File: src/core/adcc_pkg.sv
// Purpose: constants for the channel-one config and incremental converter registers
// Assumes: 8-bit register port, byte addresses as printed
// Notes: status and mask offsets sit at 0x5e and 0x5f, past the printed block
package adcc_pkg;
  localparam int ADCC_ADDR_W = 8;
  localparam int ADCC_DATA_W = 8;

  // register offsets
  localparam logic [7:0] ADCC_OFF_CH1_INPUT = 8'h50;
  localparam logic [7:0] ADCC_OFF_CONV_CTRL = 8'h51;
  localparam logic [7:0] ADCC_OFF_CH1_VOLUME = 8'h52;
  localparam logic [7:0] ADCC_OFF_IRQ_STATUS = 8'h5e;
  localparam logic [7:0] ADCC_OFF_IRQ_MASK = 8'h5f;

  // reset values
  localparam logic [7:0] ADCC_RST_CH1_INPUT = 8'h00;
  localparam logic [7:0] ADCC_RST_CONV_CTRL = 8'h00;
  localparam logic [7:0] ADCC_RST_CH1_VOLUME = 8'ha1;
  localparam logic [1:0] ADCC_RST_IRQ = 2'h0;

  // ch1_input_config fields
  localparam int ADCC_SRC_HI = 7;
  localparam int ADCC_SRC_LO = 6;
  localparam int ADCC_IMP_HI = 5;
  localparam int ADCC_IMP_LO = 4;
  localparam int ADCC_TOL_HI = 3;
  localparam int ADCC_TOL_LO = 2;
  localparam int ADCC_FS_BIT = 1;
  localparam int ADCC_BW_BIT = 0;

  // incremental_conv_control fields
  localparam int ADCC_EN_BIT = 7;
  localparam int ADCC_MODE_HI = 6;
  localparam int ADCC_MODE_LO = 5;
  localparam int ADCC_START_BIT = 4;
  localparam int ADCC_STOP_BIT = 3;
  localparam int ADCC_DONE_BIT = 2;

  // interrupt status bits
  localparam int ADCC_IRQ_DONE_BIT = 0;
  localparam int ADCC_IRQ_SEQ_BIT = 1;
  localparam int ADCC_IRQ_W = 2;

  // source codes
  localparam logic [1:0] ADCC_SRC_DIFF = 2'h0;
  localparam logic [1:0] ADCC_SRC_SE = 2'h1;
  localparam logic [1:0] ADCC_SRC_MUX_POS = 2'h2;
  localparam logic [1:0] ADCC_SRC_MUX_NEG = 2'h3;

  // impedance and tolerance codes
  localparam logic [1:0] ADCC_IMP_LOW = 2'h0;
  localparam logic [1:0] ADCC_IMP_MID = 2'h1;
  localparam logic [1:0] ADCC_IMP_HIGH = 2'h2;
  localparam logic [1:0] ADCC_TOL_SMALL = 2'h0;
  localparam logic [1:0] ADCC_TOL_MEDIUM = 2'h1;
  localparam logic [1:0] ADCC_TOL_RAIL = 2'h2;
  localparam logic [1:0] ADCC_CODE_RSVD = 2'h3;

  // volume
  localparam logic [7:0] ADCC_VOL_MUTE = 8'h00;
  localparam logic signed [8:0] ADCC_VOL_UNITY = 9'sh0a1;

  typedef enum logic [1:0] {
    ADCC_MODE_ONE_SINGLE = 2'h0,
    ADCC_MODE_ONE_MULTI = 2'h1,
    ADCC_MODE_SEQ_SINGLE = 2'h2,
    ADCC_MODE_SEQ_MULTI = 2'h3
  } adcc_mode_e;

  typedef enum logic [1:0] {
    ADCC_ST_IDLE = 2'h0,
    ADCC_ST_ONE_BUSY = 2'h1,
    ADCC_ST_SEQ_RUN = 2'h2
  } adcc_state_e;
endpackage : adcc_pkg

File: src/core/adcc_vol_map.sv
// Purpose: maps the volume code to mute and a signed half-dB gain
// Assumes: code 161 is unity, one code per half dB
// Notes: outputs registered, one cycle behind the code
`timescale 1ns/1ps
module adcc_vol_map (
  input wire logic clk,
  input wire logic nrst,
  input wire logic en,
  input wire logic [7:0] vol_code,
  output logic mute_q,
  output logic signed [8:0] gain_q
);
  import adcc_pkg::*;

  logic mute_d;
  logic signed [8:0] gain_d;

  assign mute_d = (vol_code == ADCC_VOL_MUTE);
  assign gain_d = $signed({1'b0, vol_code}) - ADCC_VOL_UNITY;

  always_ff @(posedge clk or negedge nrst) begin
    if (!nrst) begin
      mute_q <= 1'b0;
      gain_q <= 9'sh000;
    end else if (en) begin
      mute_q <= mute_d;
      gain_q <= gain_d;
    end
  end
endmodule : adcc_vol_map

File: src/core/adcc_conv_ctrl.sv
// Purpose: one-shot and sequential sequencing of the incremental converter
// Assumes: converter acks a launch request and pulses done per conversion
// Notes: done flag set wins over its clear
`timescale 1ns/1ps
module adcc_conv_ctrl (
  input wire logic clk,
  input wire logic nrst,
  input wire logic en,
  input wire logic conv_enable,
  input wire adcc_pkg::adcc_mode_e conv_mode,
  input wire logic start_req,
  input wire logic stop_bit,
  input wire logic conv_ack,
  input wire logic conv_done,
  output logic conv_req_q,
  output logic seq_run_q,
  output logic done_flag_q,
  output logic ev_done,
  output logic ev_seq
);
  import adcc_pkg::*;

  adcc_state_e state_q;
  adcc_state_e state_d;
  logic one_shot_mode;
  logic start_take;
  logic accepted;
  logic finish_one;
  logic seq_go;
  logic seq_halt;
  logic conv_req_d;
  logic done_d;

  assign one_shot_mode = ~conv_mode[1];
  // a start outside an enabled one-shot mode has nothing to launch
  assign start_take = start_req & conv_enable & one_shot_mode;
  assign accepted = conv_req_q & conv_ack;
  assign finish_one = (state_q == ADCC_ST_ONE_BUSY) & conv_done;
  assign seq_go = conv_enable & ~one_shot_mode & ~stop_bit;
  assign seq_halt = ~seq_go;
  assign conv_req_d = conv_enable & (start_take | (conv_req_q & ~conv_ack));
  assign done_d = (done_flag_q & ~start_take) | (finish_one & conv_enable);
  assign ev_done = finish_one & conv_enable;
  assign ev_seq = (state_q == ADCC_ST_SEQ_RUN) & conv_done;

  always_comb begin
    state_d = state_q;
    case (state_q)
      ADCC_ST_IDLE: begin
        if (accepted & conv_enable) begin
          state_d = ADCC_ST_ONE_BUSY;
        end else if (seq_go) begin
          state_d = ADCC_ST_SEQ_RUN;
        end
      end
      ADCC_ST_ONE_BUSY: begin
        if (conv_done | ~conv_enable) begin
          state_d = ADCC_ST_IDLE;
        end
      end
      ADCC_ST_SEQ_RUN: begin
        if (seq_halt) begin
          state_d = ADCC_ST_IDLE;
        end
      end
      default: begin
        state_d = ADCC_ST_IDLE;
      end
    endcase
  end

  always_ff @(posedge clk or negedge nrst) begin
    if (!nrst) begin
      state_q <= ADCC_ST_IDLE;
      conv_req_q <= 1'b0;
      seq_run_q <= 1'b0;
      done_flag_q <= 1'b0;
    end else if (en) begin
      state_q <= state_d;
      conv_req_q <= conv_req_d;
      seq_run_q <= (state_d == ADCC_ST_SEQ_RUN);
      done_flag_q <= done_d;
    end
  end
endmodule : adcc_conv_ctrl

File: src/core/adcc_regs.sv
// Purpose: channel-one input, volume and incremental converter control registers
// Assumes: single clock, strobes synchronous, converter handshake synchronous
// Notes: read data valid only in the cycle after the read strobe
//
// Implementation choice: strobed register access.
`timescale 1ns/1ps
// Functional notes
// - source field bits 7-6: differential, single-ended, mux positive, mux negative.
// - impedance field bits 5-4: low, middle, high; code 3 reserved.
// - coupling field bits 3-2: small, medium, rail-to-rail tolerance; code 3 reserved.
// - full-scale bit 1: normal range when clear, doubled when set.
// - bandwidth bit 0: audio or wide; wide only with highest impedance.
// - mode bits 6-5 pick one-shot/sequential, single/multi; active only when bit 7 set.
// - single-channel modes take the channel from the source mux selection.
// - writing one to bit 4 launches one conversion; zero does nothing.
// - bit 3 clear lets sequential run continue; set halts it.
// - read-only done flag shows one once a one-shot conversion finished.
// - volume code 0 mutes; 1 most negative gain; 255 most positive.
// - half-dB volume steps, 161 is unity and the reset value.
module adcc_regs #(
  parameter int ADDR_W = adcc_pkg::ADCC_ADDR_W
) (
  input wire logic clk,
  input wire logic nrst,
  input wire logic en,
  input wire logic [ADDR_W-1:0] reg_addr,
  input wire logic [7:0] reg_wdata,
  input wire logic reg_wr,
  input wire logic reg_rd,
  output logic [7:0] reg_rdata,
  input wire logic conv_ack,
  input wire logic conv_done,
  output logic [1:0] ch1_source_select,
  output logic [1:0] ch1_impedance_select,
  output logic [1:0] ch1_common_mode_tolerance,
  output logic ch1_full_scale_select,
  output logic ch1_bandwidth_select,
  output logic ch1_volume_mute,
  output logic signed [8:0] ch1_volume_gain,
  output logic incremental_conv_enable,
  output adcc_pkg::adcc_mode_e incremental_conv_mode,
  output logic conv_channel_neg,
  output logic conv_multi,
  output logic conv_req,
  output logic seq_run,
  output logic irq
);
  import adcc_pkg::*;

  generate
    if (ADDR_W < 7 || ADDR_W > ADCC_ADDR_W) begin : g_bad_addr
      $error("ADDR_W must hold offsets up to 0x5f and fit 8 bits");
    end
  endgenerate

  // stored register fields
  logic [1:0] src_q;
  logic [1:0] imp_q;
  logic [1:0] tol_q;
  logic fs_q;
  logic bw_q;
  logic conv_en_q;
  adcc_mode_e mode_q;
  logic stop_q;
  logic [7:0] vol_q;
  logic [ADCC_IRQ_W-1:0] status_q;
  logic [ADCC_IRQ_W-1:0] mask_q;
  logic [7:0] rdata_q;
  logic irq_q;
  logic bw_eff_q;
  logic chan_neg_q;
  logic multi_q;

  // next values
  logic [1:0] src_d;
  logic [1:0] imp_d;
  logic [1:0] tol_d;
  logic fs_d;
  logic bw_d;
  logic conv_en_d;
  adcc_mode_e mode_d;
  logic stop_d;
  logic [7:0] vol_d;
  logic [ADCC_IRQ_W-1:0] status_d;
  logic [ADCC_IRQ_W-1:0] mask_d;
  logic [7:0] rdata_d;
  logic bw_eff_d;
  logic chan_neg_d;
  logic multi_d;

  // address decode
  logic [7:0] addr8;
  logic wr_input;
  logic wr_ctrl;
  logic wr_vol;
  logic wr_stat;
  logic wr_mask;
  logic hit_input;
  logic hit_ctrl;
  logic hit_vol;
  logic hit_stat;
  logic hit_mask;

  // converter sequencer wires
  logic start_req;
  logic conv_req_w;
  logic seq_run_w;
  logic done_flag_w;
  logic ev_done_w;
  logic ev_seq_w;
  logic [ADCC_IRQ_W-1:0] events;
  logic [ADCC_IRQ_W-1:0] stat_clr;

  // readback images
  logic [7:0] img_input;
  logic [7:0] img_ctrl;
  logic [7:0] img_vol;
  logic [7:0] img_stat;
  logic [7:0] img_mask;

  assign addr8 = 8'(reg_addr);
  assign hit_input = (addr8 == ADCC_OFF_CH1_INPUT);
  assign hit_ctrl = (addr8 == ADCC_OFF_CONV_CTRL);
  assign hit_vol = (addr8 == ADCC_OFF_CH1_VOLUME);
  assign hit_stat = (addr8 == ADCC_OFF_IRQ_STATUS);
  assign hit_mask = (addr8 == ADCC_OFF_IRQ_MASK);
  assign wr_input = reg_wr & hit_input;
  assign wr_ctrl = reg_wr & hit_ctrl;
  assign wr_vol = reg_wr & hit_vol;
  assign wr_stat = reg_wr & hit_stat;
  assign wr_mask = reg_wr & hit_mask;

  // input register: fields hold until written
  assign src_d = wr_input ? reg_wdata[ADCC_SRC_HI:ADCC_SRC_LO] : src_q;
  // reserved codes are dropped so the analogue side never sees them
  assign imp_d = (wr_input && reg_wdata[ADCC_IMP_HI:ADCC_IMP_LO] != ADCC_CODE_RSVD) ?
    reg_wdata[ADCC_IMP_HI:ADCC_IMP_LO] : imp_q;
  assign tol_d = (wr_input && reg_wdata[ADCC_TOL_HI:ADCC_TOL_LO] != ADCC_CODE_RSVD) ?
    reg_wdata[ADCC_TOL_HI:ADCC_TOL_LO] : tol_q;
  // range legality is left to software, the bit passes as written
  assign fs_d = wr_input ? reg_wdata[ADCC_FS_BIT] : fs_q;
  assign bw_d = wr_input ? reg_wdata[ADCC_BW_BIT] : bw_q;

  // wide band reaches the converter only at the highest impedance
  assign bw_eff_d = bw_q & (imp_q == ADCC_IMP_HIGH);

  // control register; bits 1-0 are not stored
  assign conv_en_d = wr_ctrl ? reg_wdata[ADCC_EN_BIT] : conv_en_q;
  assign mode_d = wr_ctrl ? adcc_mode_e'(reg_wdata[ADCC_MODE_HI:ADCC_MODE_LO]) : mode_q;
  assign stop_d = wr_ctrl ? reg_wdata[ADCC_STOP_BIT] : stop_q;
  // start is taken with the new enable and mode of the same write
  assign start_req = wr_ctrl & reg_wdata[ADCC_START_BIT];

  // single-channel modes route the mux selection to the converter
  assign chan_neg_d = ~mode_q[0] & (src_q == ADCC_SRC_MUX_NEG);
  assign multi_d = mode_q[0];

  // volume register
  assign vol_d = wr_vol ? reg_wdata : vol_q;

  // sticky status, write one to clear, new events win
  assign events[ADCC_IRQ_DONE_BIT] = ev_done_w;
  assign events[ADCC_IRQ_SEQ_BIT] = ev_seq_w;
  assign stat_clr = wr_stat ? reg_wdata[ADCC_IRQ_W-1:0] : {ADCC_IRQ_W{1'b0}};
  assign status_d = (status_q & ~stat_clr) | events;
  assign mask_d = wr_mask ? reg_wdata[ADCC_IRQ_W-1:0] : mask_q;

  // readback
  assign img_input = {src_q, imp_q, tol_q, fs_q, bw_q};
  assign img_ctrl = {conv_en_q, mode_q, conv_req_w, stop_q, done_flag_w, 2'h0};
  assign img_vol = vol_q;
  assign img_stat = {{(8 - ADCC_IRQ_W){1'b0}}, status_q};
  assign img_mask = {{(8 - ADCC_IRQ_W){1'b0}}, mask_q};
  // unmapped offsets read zero
  assign rdata_d = !reg_rd ? 8'h00 :
    hit_input ? img_input :
    hit_ctrl ? img_ctrl :
    hit_vol ? img_vol :
    hit_stat ? img_stat :
    hit_mask ? img_mask : 8'h00;

  adcc_conv_ctrl u_conv (
    .clk(clk),
    .nrst(nrst),
    .en(en),
    .conv_enable(conv_en_d),
    .conv_mode(mode_d),
    .start_req(start_req),
    .stop_bit(stop_d),
    .conv_ack(conv_ack),
    .conv_done(conv_done),
    .conv_req_q(conv_req_w),
    .seq_run_q(seq_run_w),
    .done_flag_q(done_flag_w),
    .ev_done(ev_done_w),
    .ev_seq(ev_seq_w)
  );

  adcc_vol_map u_vol (
    .clk(clk),
    .nrst(nrst),
    .en(en),
    .vol_code(vol_q),
    .mute_q(ch1_volume_mute),
    .gain_q(ch1_volume_gain)
  );

  always_ff @(posedge clk or negedge nrst) begin
    if (!nrst) begin
      {src_q, imp_q, tol_q, fs_q, bw_q} <= ADCC_RST_CH1_INPUT;
      bw_eff_q <= 1'b0;
    end else if (en) begin
      src_q <= src_d;
      imp_q <= imp_d;
      tol_q <= tol_d;
      fs_q <= fs_d;
      bw_q <= bw_d;
      bw_eff_q <= bw_eff_d;
    end
  end

  always_ff @(posedge clk or negedge nrst) begin
    if (!nrst) begin
      conv_en_q <= ADCC_RST_CONV_CTRL[ADCC_EN_BIT];
      mode_q <= adcc_mode_e'(ADCC_RST_CONV_CTRL[ADCC_MODE_HI:ADCC_MODE_LO]);
      stop_q <= ADCC_RST_CONV_CTRL[ADCC_STOP_BIT];
      chan_neg_q <= 1'b0;
      multi_q <= 1'b0;
    end else if (en) begin
      conv_en_q <= conv_en_d;
      mode_q <= mode_d;
      stop_q <= stop_d;
      chan_neg_q <= chan_neg_d;
      multi_q <= multi_d;
    end
  end

  always_ff @(posedge clk or negedge nrst) begin
    if (!nrst) begin
      vol_q <= ADCC_RST_CH1_VOLUME;
      status_q <= ADCC_RST_IRQ;
      mask_q <= ADCC_RST_IRQ;
      irq_q <= 1'b0;
      rdata_q <= 8'h00;
    end else if (en) begin
      vol_q <= vol_d;
      status_q <= status_d;
      mask_q <= mask_d;
      irq_q <= |(status_q & mask_q);
      rdata_q <= rdata_d;
    end
  end

  assign reg_rdata = rdata_q;
  assign ch1_source_select = src_q;
  assign ch1_impedance_select = imp_q;
  assign ch1_common_mode_tolerance = tol_q;
  assign ch1_full_scale_select = fs_q;
  assign ch1_bandwidth_select = bw_eff_q;
  assign incremental_conv_enable = conv_en_q;
  assign incremental_conv_mode = mode_q;
  assign conv_channel_neg = chan_neg_q;
  assign conv_multi = multi_q;
  assign conv_req = conv_req_w;
  assign seq_run = seq_run_w;
  assign irq = irq_q;
endmodule : adcc_regs

File: config.mk
export PLATFORM = sky130hd
export DESIGN_NAME = adcc_regs
export DESIGN_NICKNAME = d
export VERILOG_FILES = /design/src/core/adcc_pkg.sv /design/src/core/adcc_vol_map.sv /design/src/core/adcc_conv_ctrl.sv /design/src/core/adcc_regs.sv
export SDC_FILE = /design/constraint.sdc
export NUM_CORES = 1
export LEC_CHECK = 0
export ABC_AREA = 1
export BUFFER_PORTS_ARGS = -buffer_cell sky130_fd_sc_hd__buf_2
export CAP_MARGIN = 20
export CELL_PAD_IN_SITES_DETAIL_PLACEMENT = 1
export CELL_PAD_IN_SITES_GLOBAL_PLACEMENT = 2
export CORE_MARGIN = 8
export CORE_UTILIZATION = 31
export DETAILED_ROUTE_END_ITERATION = 8
export PLACE_DENSITY_LB_ADDON = 0.2
export SETUP_SLACK_MARGIN = 0.15
export SKIP_LAST_GASP = 1
export SLEW_MARGIN = 20
export SYNTH_ARGS = -nofsm -noshare
export SYNTH_HDL_FRONTEND = slang
export SYNTH_HIERARCHICAL = 1
export SYNTH_SLANG_ARGS = --single-unit
File: constraint.sdc
create_clock -name clk -period 1.8 [get_ports clk]
set_clock_uncertainty 0.2 [all_clocks]
set_input_delay 0.09 -clock clk [delete_from_list [all_inputs] [get_ports clk]]
set_output_delay 0.09 -clock clk [all_outputs]
set_load 0.005 [all_outputs]
### Yosys cells after proc, flatten, opt, wreduce, memory -nomap -nowiden

Cells that the tools add are included.

| storage, ports and cells | value |
|---|---|
| register bits after elaboration | 51 |
| bits in latches | 0 |
| RAM bits | 0 |
| ROM bits | 0 |
| input bits | 23 |
| output and inout port bits | 34 |
| word-level logic and storage cells | 95 |
| memories | 0 |

| cells by class | value |
|---|---|
| $add $sub $neg | 1 |
| multiply operators | 0 |
| divide/modulo/power cells | 0 |
| $lt $le $gt $ge | 0 |
| eq/ne operators | 12 |
| shifts and indexed selects | 0 |
| mux-type cells | 15 |
| bitwise logic cells | 33 |
| reduce and logical (&&, ||, !) cells | 11 |

Operators with widths:

| cell | count |
|---|---|
| $eq A8 B7 Y1 const B | 5 |
| $mux W8 | 4 |
| $and A1 B1 Y1 | 20 |
| $mux W2 | 8 |
| $reduce_and A2 Y1 | 6 |
| $sub A8 B8 Y9 const B | 1 |
| $eq A2 B2 Y1 const B | 4 |
| $logic_not A8 Y1 | 1 |
| $not A1 Y1 | 6 |
| $pmux W2 S3 | 1 |
| $and A2 B2 Y2 | 2 |
| $ne A2 B2 Y1 const B | 2 |
| $or A1 B1 Y1 | 3 |
| $eq A2 B1 Y1 const B | 1 |
| $logic_and A1 B1 Y1 | 2 |
| $logic_not A2 Y1 | 1 |
| $mux W1 | 2 |
| $not A2 Y2 | 1 |
| $or A2 B2 Y2 | 1 |
| $reduce_or A2 Y1 | 1 |

### Depth between registers and ports, before layout

Gate-level depths: netlist of run 1.

| depth | value |
|---|---|
| depth after elaboration | 9 |
| mapped depth | 15 |
| depth with buffers taken out | 14 |

### Cells and area by module

Netlist of run 1, hierarchy kept.

By module, submodules not included:

| module | times used | cells each | area an instance (sq um) | seq. area each (sq um) |
|---|---|---|---|---|
| adcc_regs | 1 | 248 | 1973.1 | 904.6 |
| adcc_vol_map | 1 | 68 | 526.8 | 250.2 |
| adcc_conv_ctrl | 1 | 40 | 271.5 | 125.1 |

### Worst setup path before layout of run 1

No wires, ideal clock.

| timing path | value |
|---|---|
| path type | in2reg |
| from | in reg_addr[7] |
| to | reg u_conv.seq_run_q |
| setup time | 118 ps |
| arrival | 1262 ps |
| required time | 1482 ps |
| setup slack | 220 ps |
| stages | 14 |
| cells stage by stage | inv_1 -> nand2_1 -> nor2_1 -> buf_4 -> inv_2 -> nor2_4 -> nand2_1 -> nand2_1 -> and2_1 -> inv_2 -> nor2_4 -> nand3_1 -> nand2_1 -> nand2_1 |

| between the ends | value |
|---|---|
| longest elaborated chain between the ends | 9 |
| elaborated cells between the ends (all ways) | 17 |
| classes of those cells | 2 x eq/ne; 8 x mux; 7 x bitwise |

RTL lines:

| element | RTL line | text |
|---|---|---|
| from (decl) | adcc_regs.sv:26 | `input wire logic [ADDR_W-1:0] reg_addr,` |
| $eq A8 B7 Y1 * | adcc_regs.sv:123 | `assign hit_ctrl = (addr8 == ADCC_OFF_CONV_CTRL);` |
| $and A1 B1 Y1 * | adcc_regs.sv:128 | `assign wr_ctrl = reg_wr & hit_ctrl;` |
| $mux W1 * | adcc_regs.sv:148 | `assign conv_en_d = wr_ctrl ? reg_wdata[ADCC_EN_BIT] : conv_en_q;` |
| net conv_en_d | adcc_regs.sv:80 | `logic conv_en_d;` |
| $and A1 B1 Y1 (2 in series) | adcc_conv_ctrl.sv:39 | `assign seq_go = conv_enable & ~one_shot_mode & ~stop_bit;` |
| $mux W2 | adcc_conv_ctrl.sv:52 | `end else if (seq_go) begin` |
| $mux W2 | adcc_conv_ctrl.sv:50 | `if (accepted & conv_enable) begin` |
| $pmux W2 S3 * | adcc_conv_ctrl.sv:48 | `case (state_q)` |
| $eq A2 B2 Y1 * | adcc_conv_ctrl.sv:81 | `seq_run_q <= (state_d == ADCC_ST_SEQ_RUN);` |
| to (signal assigned) | adcc_conv_ctrl.sv:81 |  |
| to (decl) | adcc_conv_ctrl.sv:16 | `output logic seq_run_q,` |

Mark *: on every way through the listed nets, which the timed path passes. The rest lies on a longest branch.
A chain may end at the register's enable or synchronous reset.

### Final worst setup path of run 1

| timing path | value |
|---|---|
| from | reg vol_q[0], in the netlist img_vol[0] |
| to | reg u_vol.gain_q[6] |

| between the ends | value |
|---|---|
| longest elaborated chain between the ends | 1 |

RTL lines:

| element | RTL line | text |
|---|---|---|
| from (decl) | adcc_regs.sv:65 | `logic [7:0] vol_q;` |
| from (signal assigned) | adcc_regs.sv:246 | `vol_q <= vol_d;` |
| $sub A8 B8 Y9 | adcc_vol_map.sv:19 | `assign gain_d = $signed({1'b0, vol_code}) - ADCC_VOL_UNITY;` |
| to (signal assigned) | adcc_vol_map.sv:27 | `gain_q <= gain_d;` |
| to (decl) | adcc_vol_map.sv:11 | `output logic signed [8:0] gain_q` |

No other way between the ends.

==> results by stage, run 1 <==
Cells and area:
- The filler cell count is ~1100.
- The number of standard cells in the layout, taps in and fillers out is 543.
- The cell area after layout is between 0.003 and 0.004 mm^2.
- At the end of the flow the core is filled with cells to between 30% and 40%.
- Summing all flip-flop and latch instances after layout gives roughly 0.0013 mm^2.
- The number of flip-flops under the largest register name is 9.
- The number of antenna diodes in the final layout is 0.
- The register bank with the most flops is u_vol/gain_q.
- Cells with a size suffix above 1 make up 24.6% of the layout.
- The multi-input combinational cells in the finished layout cover a total of 0.00122 mm^2.
- The relative area change from synthesis to final layout is 24.5%.
- The net count of the finished layout is 459.

Global route:
- The largest net degree at the start of global routing is 22.
- Summed over all layers, the global routing overflow is 0.
- The number of global-route vias before repair is 2730.
- The first global-routing pass estimated 13700 um of wire.
- Global routing used roughly 14% of the available tracks across all layers.
- The number of antenna violations at the first check in global routing came to 0.

Critical path:
- The end of the worst register-to-register path is u_vol/gain_q[6].
- At the worst endpoint, the arrival time is around 1500 ps.
- The most critical setup path has its startpoint at img_vol[0].
- The critical path goes through inv_2, ha_2, inv_2, nor2_2, nand2_1, nand2_1, nand2_2, a31oi_1.
- The largest single stage delay on the critical path is 560 ps.
- The timing endpoint of the critical path is u_vol/gain_q[6].
- The slowest stage of the critical path is the dfstp_2 cell.
- The critical path launch point type is a flip-flop.
- The length in cells of the worst reg-to-reg path is 8.
- The start of the worst register-to-register path is img_vol[0].
- The highest net fanout along the worst path is 3.
- The type of element capturing the critical path is a flip-flop.
- For the worst setup path, the data required time is between 1500 and 2000 ps.
- The slack of the worst reg-to-reg path is 280 ps.
- The kind of critical path is reg2reg.

Min path:
- The kind of path behind the tightest hold check is in2reg.
- The worst hold path was traced through 5 stages.

STA:
- The period utilization is approximately 84%.
- The total count of max-transition violations in the final report was 0.
- At the pin with the least slew margin, the transition time is 477 ps.
- The hold violation total from the final report came to 0.
- The post-layout minimum cycle time is approximately 1500 ps.
- The number of setup violations in the final report is 0.
- Static timing analysis puts the maximum clock frequency at 660 MHz.
- Headroom to the max-slew limit came out at between 60 and 70%.
- The final worst setup slack is around 280 ps.
- Setup repair after global routing left no endpoint under its margin.

CTS:
- The longest clock path from root to sink contains 2 buffers.
- The maximum level of the CTS H-tree is 2.
- Counting the buffers created by CTS gives 5.
- Clock-pin slew was measured on the worst setup and hold paths at ~90 ps.
- The clock tree from TritonCTS is built.
- Counting every sink on the clock net gives 51.
- The cell chosen for the clock root is clkbuf_8.
- At the later pin of the worst-skew pair, clock insertion delay measures about 300 ps.

Status:
- The run finished with clean final reports.

Route:
- The final layout contains routed wiring with a total length of between 8000 and 9000 um.
- The first detailed-routing pass took 4 iterations.
- In this run, the number of DRC markers left after iteration 0 of detailed routing was 87.
- In the routed design, unresolved DRC markers number 0.
- The via density per instance is between 4 and 5.
- In the final routed layout, each cell accounts on average for ~15 um.
- The number of routed nets with antenna violations is 0.
- The via count of the routed design is around 2500.

Pwr:
- For this design the ratio of total power to cell area is between 600 and 700 mW/mm^2.
- IR analysis of the VDD net gives a maximum drop of 268 uV.
- The static power due to leakage is between 0.0015 and 0.002 uW.

Job:
- The number of max-capacitance violations reported is 0.

Place:
- Once placement finished, the instance area stood at 0.00320 mm^2.
- The HPWL after detailed placement is 6460 um.
- During placement, the flow inserted port buffers numbering between 50 and 60.
- The routability-driven placement congestion ratio is about 0.81.
- The number of placed instances with taps included is 521.
- At the placement stage, the worst setup path has a slack of -15.1 ps.

Floorplan:
- For this design the top-level I/O count stands at 57.
- The die extent in x is between 100 and 150 um.
- The die covers around 0.012 mm^2.
- The die is between 100 and 150 um tall.
- The standard cell core area is a little under 0.009 mm^2.
- The starting density of the core is between 30% and 40%.
- The placement row count is 34.

Yosys:
- The mean instance size in the synthesized netlist is approximately 7.8 um^2.
- The net count after synthesis is 380.
- The cell count after synthesis is between 300 and 400.
- The Yosys step of the flow raised 6 warnings.
- The cell area after technology mapping is 0.00277 mm^2.
[stage by stage]
stage | setup TNS, ps | hold WS [ps] | power [uW]
2_1_floorplan | 0 | -406 | 1490
3_3_place_gp | 0 | -129 | 1670
3_5_place_dp | -30.1 | -123 | 1680
4_1_cts | 0 | 2.51 | 2440
5_1_grt | 0 | 38.4 | 2550
6_report | 0 | 0.270 | 2400
[per-layer routing]
| metal | part of all wire [%] | global-route usage, % | vias to the layer above | routed length (um) |
|---|---|---|---|---|
| li1 | - | - | 1269 | - |
| met1 | 48 | 17.0 | 1168 | 3880 |
| met2 | 48 | 23.3 | 37 | 3960 |
| met3 | 3.1 | 3.08 | 6 | 256 |
| met4 | 0.88 | 3.15 | 0 | 72 |
| met5 | 0 | 0 | - | 0 |
[where the power goes]
group          switching (uW)  internal [uW]  leakage [uW]
clock                     376            352     0.0000515
sequential               55.2           1210      0.000608
combinational             234            173       0.00116
[layout by cell type (no fill, tap or decap), types with 3 or more instances in the layout]
master and n:
nor3_1 4, buf_2 56, inv_1 45, o21ai_1 13
dlygate4sd3_1 11, a31oi_1 4, nand2_1 102, dfstp_2 3
inv_2 8, nand2_4 5, o21a_1 7, nand2_2 3
nand4_1 3, buf_4 11, nor2_1 28, dfrtp_1 48
clkbuf_8 7, a21oi_1 6, o21ai_0 15, nand3_1 34
[critical path, delay by kind of cell (launching register included)]
family / cells / cell delay (ps)
simple gates: 4 / 270
buf+inv: 2 / 120
compound gates: 1 / 80
flops: 1 / 560
fa+ha+maj: 1 / 180
[final cells by class]
class / instances / share of cell area (%)
timing repair buffer: 79 / 14.3
inverter: 55 / 6.07
sequential: 51 / 37.2
clock buffer: 8 / 2.91
multi-input combinational: 242 / 35.6
tap: 108 / 3.93
[what timing repair did]
item                                   CTS  global route
setup buffers                            0             3
endpoints found under the hold margin   74             0
hold buffers                            11             0
setup endpoints to repair                0             3
gates resized for setup                  0             7
[how the worst min path moves through the flow]
stage	from	endpoint	slack, ps
floorplan	nrst	bw_q	-410
global placement	nrst	u_vol/gain_q[3]	-130
detailed placement	nrst	u_vol/gain_q[3]	-120
CTS	reg_rd	reg_rdata[2]	3
global route	en	incremental_conv_mode[0]	40
finish	reg_rd	reg_rdata[2]	0.3
No activity file was read; power rests on OpenSTA's default activity.
==> run 2, diff against run 1 <==
- ABC_AREA: 1 -> 0
- CORE_UTILIZATION: 31 -> 34
- clock period: 1.8 -> 1.43 ns (I/O delays scaled with it)
==> results by stage, run 2 <==
Cells and area:
- The register with the most flip-flops in the final layout is u_vol/gain_q.
- The number of flip-flops under the largest register name is 9.
- The leading cell type in the layout, fill and taps excluded is buf_2.
- Relative to the synthesized area, the layout overhead comes to 57.3%.
- The final net count is between 300 and 400.
- After the flow finishes, the layout carries non-filler instances totaling between 400 and 500.
- The antenna cell count is 0.
- The layout has 844 filler cells.
- Of the cells placed in the final design, the portion with a size suffix greater than 1 is a little over half.
- Leaving out fill and tap cells, the most frequent cells in the layout are 54 x buf_2, 51 x buf_4, 45 x dfrtp_1.
- The utilization after layout is between 50% and 60%.

STA:
- The setup TNS after final layout is -2370 ps.
- At the pin with the least slew margin, the transition time is 288 ps.
- Setup violations remaining at the end of the flow were counted as 16.
- Based on the critical path, the design can be clocked at up to roughly 560 MHz.
- The total count of max-transition violations in the final report is 0.
- The period utilization is 125%.
- The hold violation total from the final report was 0.
- Measured against its own limit, the worst slew margin works out to 80.5%.
- The post-layout minimum cycle time is between 1500 and 2000 ps.
- Setup repair after global routing could not meet its margin everywhere.
- Setup slack on the critical path of the routed design comes to -358 ps.

Min path:
- The kind of path behind the tightest hold check is in2reg.

CTS:
- CTS saw 51 sinks.
- TritonCTS built the clock tree.
- The cell chosen for the clock root is clkbuf_8.
- The worst-case clock buffer depth is 2.
- Clock latency on the worst-skew pair, taken at its later pin, is 300 ps.
- The clock tree synthesis step divided the H-tree into 2 levels.
- The clock transition time at the flip-flop clock pins of the worst setup and hold paths is around 100 ps.
- The TritonCTS buffer count is 5.

Route:
- The count of TritonRoute iterations in the first routing pass is 4.
- Dividing the detail-routed wire length by the instance count gives between 15 and 20 um.
- The via count of the routed design is roughly 2400.
- The residual DRC count is 0.
- The routed design has 8610 um of wire.
- The number of routed nets with antenna violations is 0.
- Dividing the detail-routed via count by the number of cells gives 5.00.
- After the first detailed-routing iteration, the DRC count stood at just under 60.

Pwr:
- The share of total power in sequential cells is 50.1%.
- The internal power is around 2300 uW.
- The static power due to leakage is between 0.0015 and 0.002 uW.
- The power share of the combinational group is between 10% and 20%.
- In this run, the clock network consumes roughly 33% of the power.
- The switching power share of the total is 24.8%.
- Power comes to ~3100 uW.
- The analysis attributes to net switching a power of roughly 760 uW.
- For this design the ratio of total power to cell area is 750 mW/mm^2.
- Across the VDD grid, the largest voltage drop is between 300 and 400 uV.

Critical path:
- The length in cells of the worst reg-to-reg path is 3.
- The slack of the worst reg-to-reg path is -360 ps.
- Data arrives at the worst endpoint at 1790 ps.
- The end of the worst register-to-register path is u_vol/gain_q[5].
- STA classifies the critical path endpoint as a flip-flop.
- The start of the worst register-to-register path is img_vol[2].
- The critical path launch point type is a flip-flop.
- The critical path starts at img_vol[2].
- The kind of critical path is reg2reg.
- Along the worst path, the maximum fanout reaches 2.
- For the worst setup path, the data required time is 1430 ps.
- The critical path ends at u_vol/gain_q[5].

Status:
- The run finished, with violations left.
- The final reports fail on setup timing.

Floorplan:
- The floorplan has 32 rows.
- The floorplan step set the die width to slightly above 100 um.
- The floorplan die height is 103 um.
- The starting density of the core is around a third.
- 57 I/O pins were placed.
- The floorplan step defined a core boundary enclosing approximately 0.0076 mm^2.
- The die covers around 0.011 mm^2.

Global route:
- The number of global-route vias before repair is around 2500.
- The first global-routing pass estimated 13500 um of wire.
- The number of antenna violations at the first check in global routing is 0.
- Across every metal layer, demand over resource in global routing totals 16.7%.
- The residual overflow from global routing is 0.
- Entering global routing, the biggest net connects 52 pins.

Place:
- Summed over all nets, the half-perimeter wirelength after detailed placement is 5910 um.
- The number of placed instances with taps included is 435.
- The congestion estimate from routability-driven global placement came to 0.759.
- The port buffer count is 56.

Yosys:
- The cell count after synthesis is between 200 and 250.
- The cell area after technology mapping is between 0.002 and 0.003 mm^2.
- Counting every net in the synthesized netlist gives 265.
- The mean instance size in the synthesized netlist is 10.8 um^2.
- The count of synthesis-stage warnings from yosys is 6.

Job:
- The number of max-capacitance violations reported is 0.
-- run 2: worst min path at each step --
stage	start	to	slack [ps]	depth (start not counted)
floorplan	nrst	bw_q	-420	0
global route	reg_wdata[3]	u_conv/state_q[1]	90	5
CTS	reg_wdata[3]	u_conv/state_q[1]	70	5
finish	reg_wdata[6]	u_conv/state_q[1]	70	4
global placement	nrst	irq	-110	2
detailed placement	nrst	reg_rdata[0]	-110	2
-- run 2: worst max-delay path, stage by stage, from the launching register on --
cell and delay, ps:
dfrtp_2 430, or4_4 510, or3_1 380, a31o_1 170
-- run 2: metrics by stage --
stage	hold WS (ps)	cell area (um^2)	worst slack [ps]
floorplan	-424	2670	-362
global placement	-112	3410	-477
detailed placement	-111	3410	-598
CTS	73.6	3930	-351
global route	94.9	4070	-396
finish	71.8	4070	-358
-- run 2: power by group through the flow --
stage | clock [uW] | sequential, uW | combinational (uW)
finish | 1000 | 1530 | 520
detailed placement | 0 | 1560 | 414
global route | 1070 | 1540 | 565
CTS | 1040 | 1530 | 498
floorplan | 0 | 1560 | 162
global placement | 0 | 1550 | 407
-- run 2: layout make-up --
| type | instances | area (um^2) | share of cell area (%) |
|---|---|---|---|
| Timing Repair Buffer | 139 | 1050 | 25.8 |
| Inverter | 12 | 47.5 | 1.17 |
| Sequential cell | 51 | 1280 | 31.5 |
| Multi-Input combinational cell | 165 | 1450 | 35.7 |
| Tap cell | 102 | 128 | 3.14 |
| Clock inverter | 1 | 30.0 | 0.738 |
| Clock buffer | 7 | 76.3 | 1.88 |
-- run 2: per-layer routing --
| layer | routed length (um) | vias to the layer above | GRT usage, % |
|---|---|---|---|
| met4 | 92 | 0 | 4.23 |
| met3 | 308 | 7 | 2.34 |
| met2 | 4260 | 43 | 27.8 |
| met5 | 0 | - | 0 |
| li1 | - | 1140 | - |
| met1 | 3950 | 1194 | 22.3 |
-- run 2: what timing repair did --
action | CTS | global route
setup buffers | 13 | 7
pin swaps | 24 | 16
resized for setup | 46 | 21
endpoints found under the setup margin | 46 | 46
hold buffers | 14 | 0
endpoints found under the hold margin | 80 | 0
==> run 3, diff against run 2 <==
- GPL_TIMING_DRIVEN: not set -> 0
==> results by stage, run 3 (same netlist as run 2, synthesis figures left out) <==
Pwr:
- The worst-case IR drop observed on VDD is around 310 uV.
- The switching component of the power is 767 uW.
- Dividing total power by cell area gives a power density of 741 mW/mm^2.
- The switching power share of the total is between 20 and 30%.
- The static power due to leakage is 0.00177 uW.
- In this run, flip-flops and latches consume 54.3% of the power.
- The internal power is about 2100 uW.
- The share of total power dissipated in the clock network is a little under a third.
- Per report_power, the combinational group accounts for between 10% and 20% of the total.

Global route:
- For this run, global-route usage on met3 was measured as roughly 2.5%.
- The global-route total usage across every layer is 15.9%.
- The global-route track usage on met2 is 25.7%.
- The global routing stage identified its most utilized layer as met2.
- Summed over all layers, the global routing overflow is 0.
- The number of global-route vias before repair came to roughly 2500.
- The first global-routing pass estimated between 10000 and 15000 um of wire.
- The largest net degree at the start of global routing is between 50 and 60.
- The global routing usage on met1 is between 20% and 30%.
- The number of antenna violations at the first check in global routing is 0.

Floorplan:
- The floorplan step set the die height to about 100 um.
- The die extent in x is 103 um.
- Once the floorplan was initialized, standard cells occupied about 34% of the core.
- The standard cell core area is approximately 0.0076 mm^2.
- After floorplanning, the core was divided into 32 placement rows.
- The die covers about 0.011 mm^2.
- The number of I/O pins is 57.

Cells and area:
- The number of flip-flops under the largest register name is 9.
- In the final layout, the multi-input gates occupy approximately 0.0014 mm^2.
- In the final layout, flip-flops and latches occupy approximately 0.0013 mm^2.
- From synthesis to final layout, the design area changed by 47.3%.
- The antenna cell count is 0.
- The register bank with the most flops is u_vol/gain_q.
- The fraction of layout cells with a size suffix above 1 is 48.1%.
- The cell area after layout is about 0.0038 mm^2.
- Leaving out fill and tap cells, the most frequent cells in the layout are 54 x buf_2, 44 x dfrtp_1, 20 x buf_6.
- The number of standard cells in the layout, taps in and fillers out is approximately 450.
- The filler cell count is about 840.
- After the last flow step, the layout net total stands at 373.
- Leaving out fill and tap cells, the most frequent cell in the layout is buf_2.

Route:
- The residual DRC count is 0.
- The count of TritonRoute iterations in the first routing pass is 4.
- The detailed router's first-iteration violation count is 26.
- The routed length per instance is between 15 and 20 um.
- The number of routed nets with antenna violations is 0.
- The routed design has 8160 um of wire.
- The via count of the routed design is ~2300.
- The via density per instance is between 5 and 6.

Critical path:
- Traced cell by cell, the critical path runs through or4_4, or3_1, a31o_1.
- The maximum single-stage delay on the critical path is about 560 ps.
- The critical path in this run is classified as reg2reg.
- The critical path data arrival time is between 1500 and 2000 ps.
- The slowest stage of the critical path belongs to the cell or4_4.
- In this run the worst path has a maximum fanout of 3.
- In this run the worst setup path begins at img_vol[2].
- The critical path launch point type is a flip-flop.
- The start of the worst register-to-register path is img_vol[2].
- At the worst endpoint, the required time is 1430 ps.
- STA classifies the critical path endpoint as a flip-flop.
- In this run the register-to-register setup slack is -400 ps.

Place:
- Once placement finished, the instance area stood at 0.00308 mm^2.
- The port buffer count is 56.
- The congestion estimate from routability-driven global placement came to a little over 0.7.
- The number of placed instances, taps included, is just under 400.
- The half-perimeter wire length of the detailed placement result is ~5400 um.

STA:
- Across all setup checks in the final design, the least slack found is -395 ps.
- The worst slew margin relative to its limit is 54.8%.
- Subtracting the final worst setup slack from the clock period gives roughly 1800 ps.
- The total count of max-transition violations in the final report is 0.
- Based on the critical path, the design can be clocked at up to ~550 MHz.
- The transition time at the pin with the least slew margin is 679 ps.
- The period utilization is 128%.
- The hold violation total from the final report was 0.
- The worst hold slack across all endpoints is around 11 ps.
- The setup TNS after final layout is -5580 ps.
- The number of setup violations in the final report is 39.
- Setup repair after global routing could not meet its margin everywhere.

Min path:
- In this run the worst hold path is classified as in2reg.
- In this run the most critical hold path is launched from en.

CTS:
- Counting along the longest clock path gives a buffer depth of 2.
- The insertion delay of the later-clocked pin in the worst-skew pair is a little over 300 ps.
- TritonCTS created 5 clock buffers.
- The clock tree from TritonCTS is built.
- The maximum level of the CTS H-tree is 2.
- The clock transition time at the flip-flop clock pins of the worst setup and hold paths is ~100 ps.
- CTS placed an instance of clkbuf_8 at the clock tree root.
- The clock drives between 50 and 60 sinks.

Status:
- The final reports fail on setup timing.
- The run finished, with violations left.

Job:
- The number of max-capacitance violations reported is 0.
run 3: changes by cell type in the layout (fill, tap and decap cells not counted), moves of 3 or more:
cell      delta
buf_4       -32
buf_6        +4
clkbuf_1     +3
mux2i_1      +3
mux2i_2      -3
o21ai_0      +3
run 3: final cells by class:
class	instances	share of cell area [%]
well taps	102	3.35
inverters	12	1.31
clock buffers	6	1.90
multi-input cells	165	37.9
clock inverters	2	0.328
repair buffers	101	19.4
flip-flops and latches	51	33.7
plain buffers	12	2.07
run 3: layer usage:
layer	routed length, um	vias to the layer above
li1	-	1089
met1	3920	1152
met2	3860	39
met3	315	5
met4	55	0
met5	0	-
run 3: path summary, 6_finish.rpt:
kind	depth (start not counted)	to
hold / removal	4	u_vol/gain_q[7]
min in group asynchronous	2	reg_rdata[0]
max in group asynchronous	2	img_vol[4]
hold reg to reg	2	u_vol/mute_q
setup reg to reg	3	u_vol/gain_q[5]
setup / recovery	3	u_vol/gain_q[5]
run 3: stage by stage:
step	power, uW	worst slack [ps]	utilization (%)
detailed placement	1890	-687	40.7
floorplan	1720	-362	-
global route	2950	-423	50.4
finish	2820	-395	50.4
CTS	2810	-398	47.5
global placement	1890	-678	40.6
run 3: repair_timing:
| item | 4_1_cts | 5_1_grt |
|---|---|---|
| setup endpoints to repair | 45 | 47 |
| gates resized for setup | 33 | 34 |
| hold buffers | 14 | 0 |
| pin swaps | 20 | 10 |
| setup buffers | 22 | 9 |
| endpoints found under the hold margin | 78 | 0 |
run 3: critical path: cells and delay by family, from the launching register on:
kind	cells	cell delay, ps
flip-flops	1	430
AND/OR/NAND/NOR	2	880
AO/OA/AOI/OAI	1	210
run 3: power groups by stage:
stage | logic [uW] | clock network (uW) | registers (uW)
finish | 442 | 850 | 1530
floorplan | 162 | 0 | 1560
global route | 485 | 921 | 1540
detailed placement | 327 | 0 | 1560
global placement | 323 | 0 | 1560
CTS | 409 | 871 | 1530
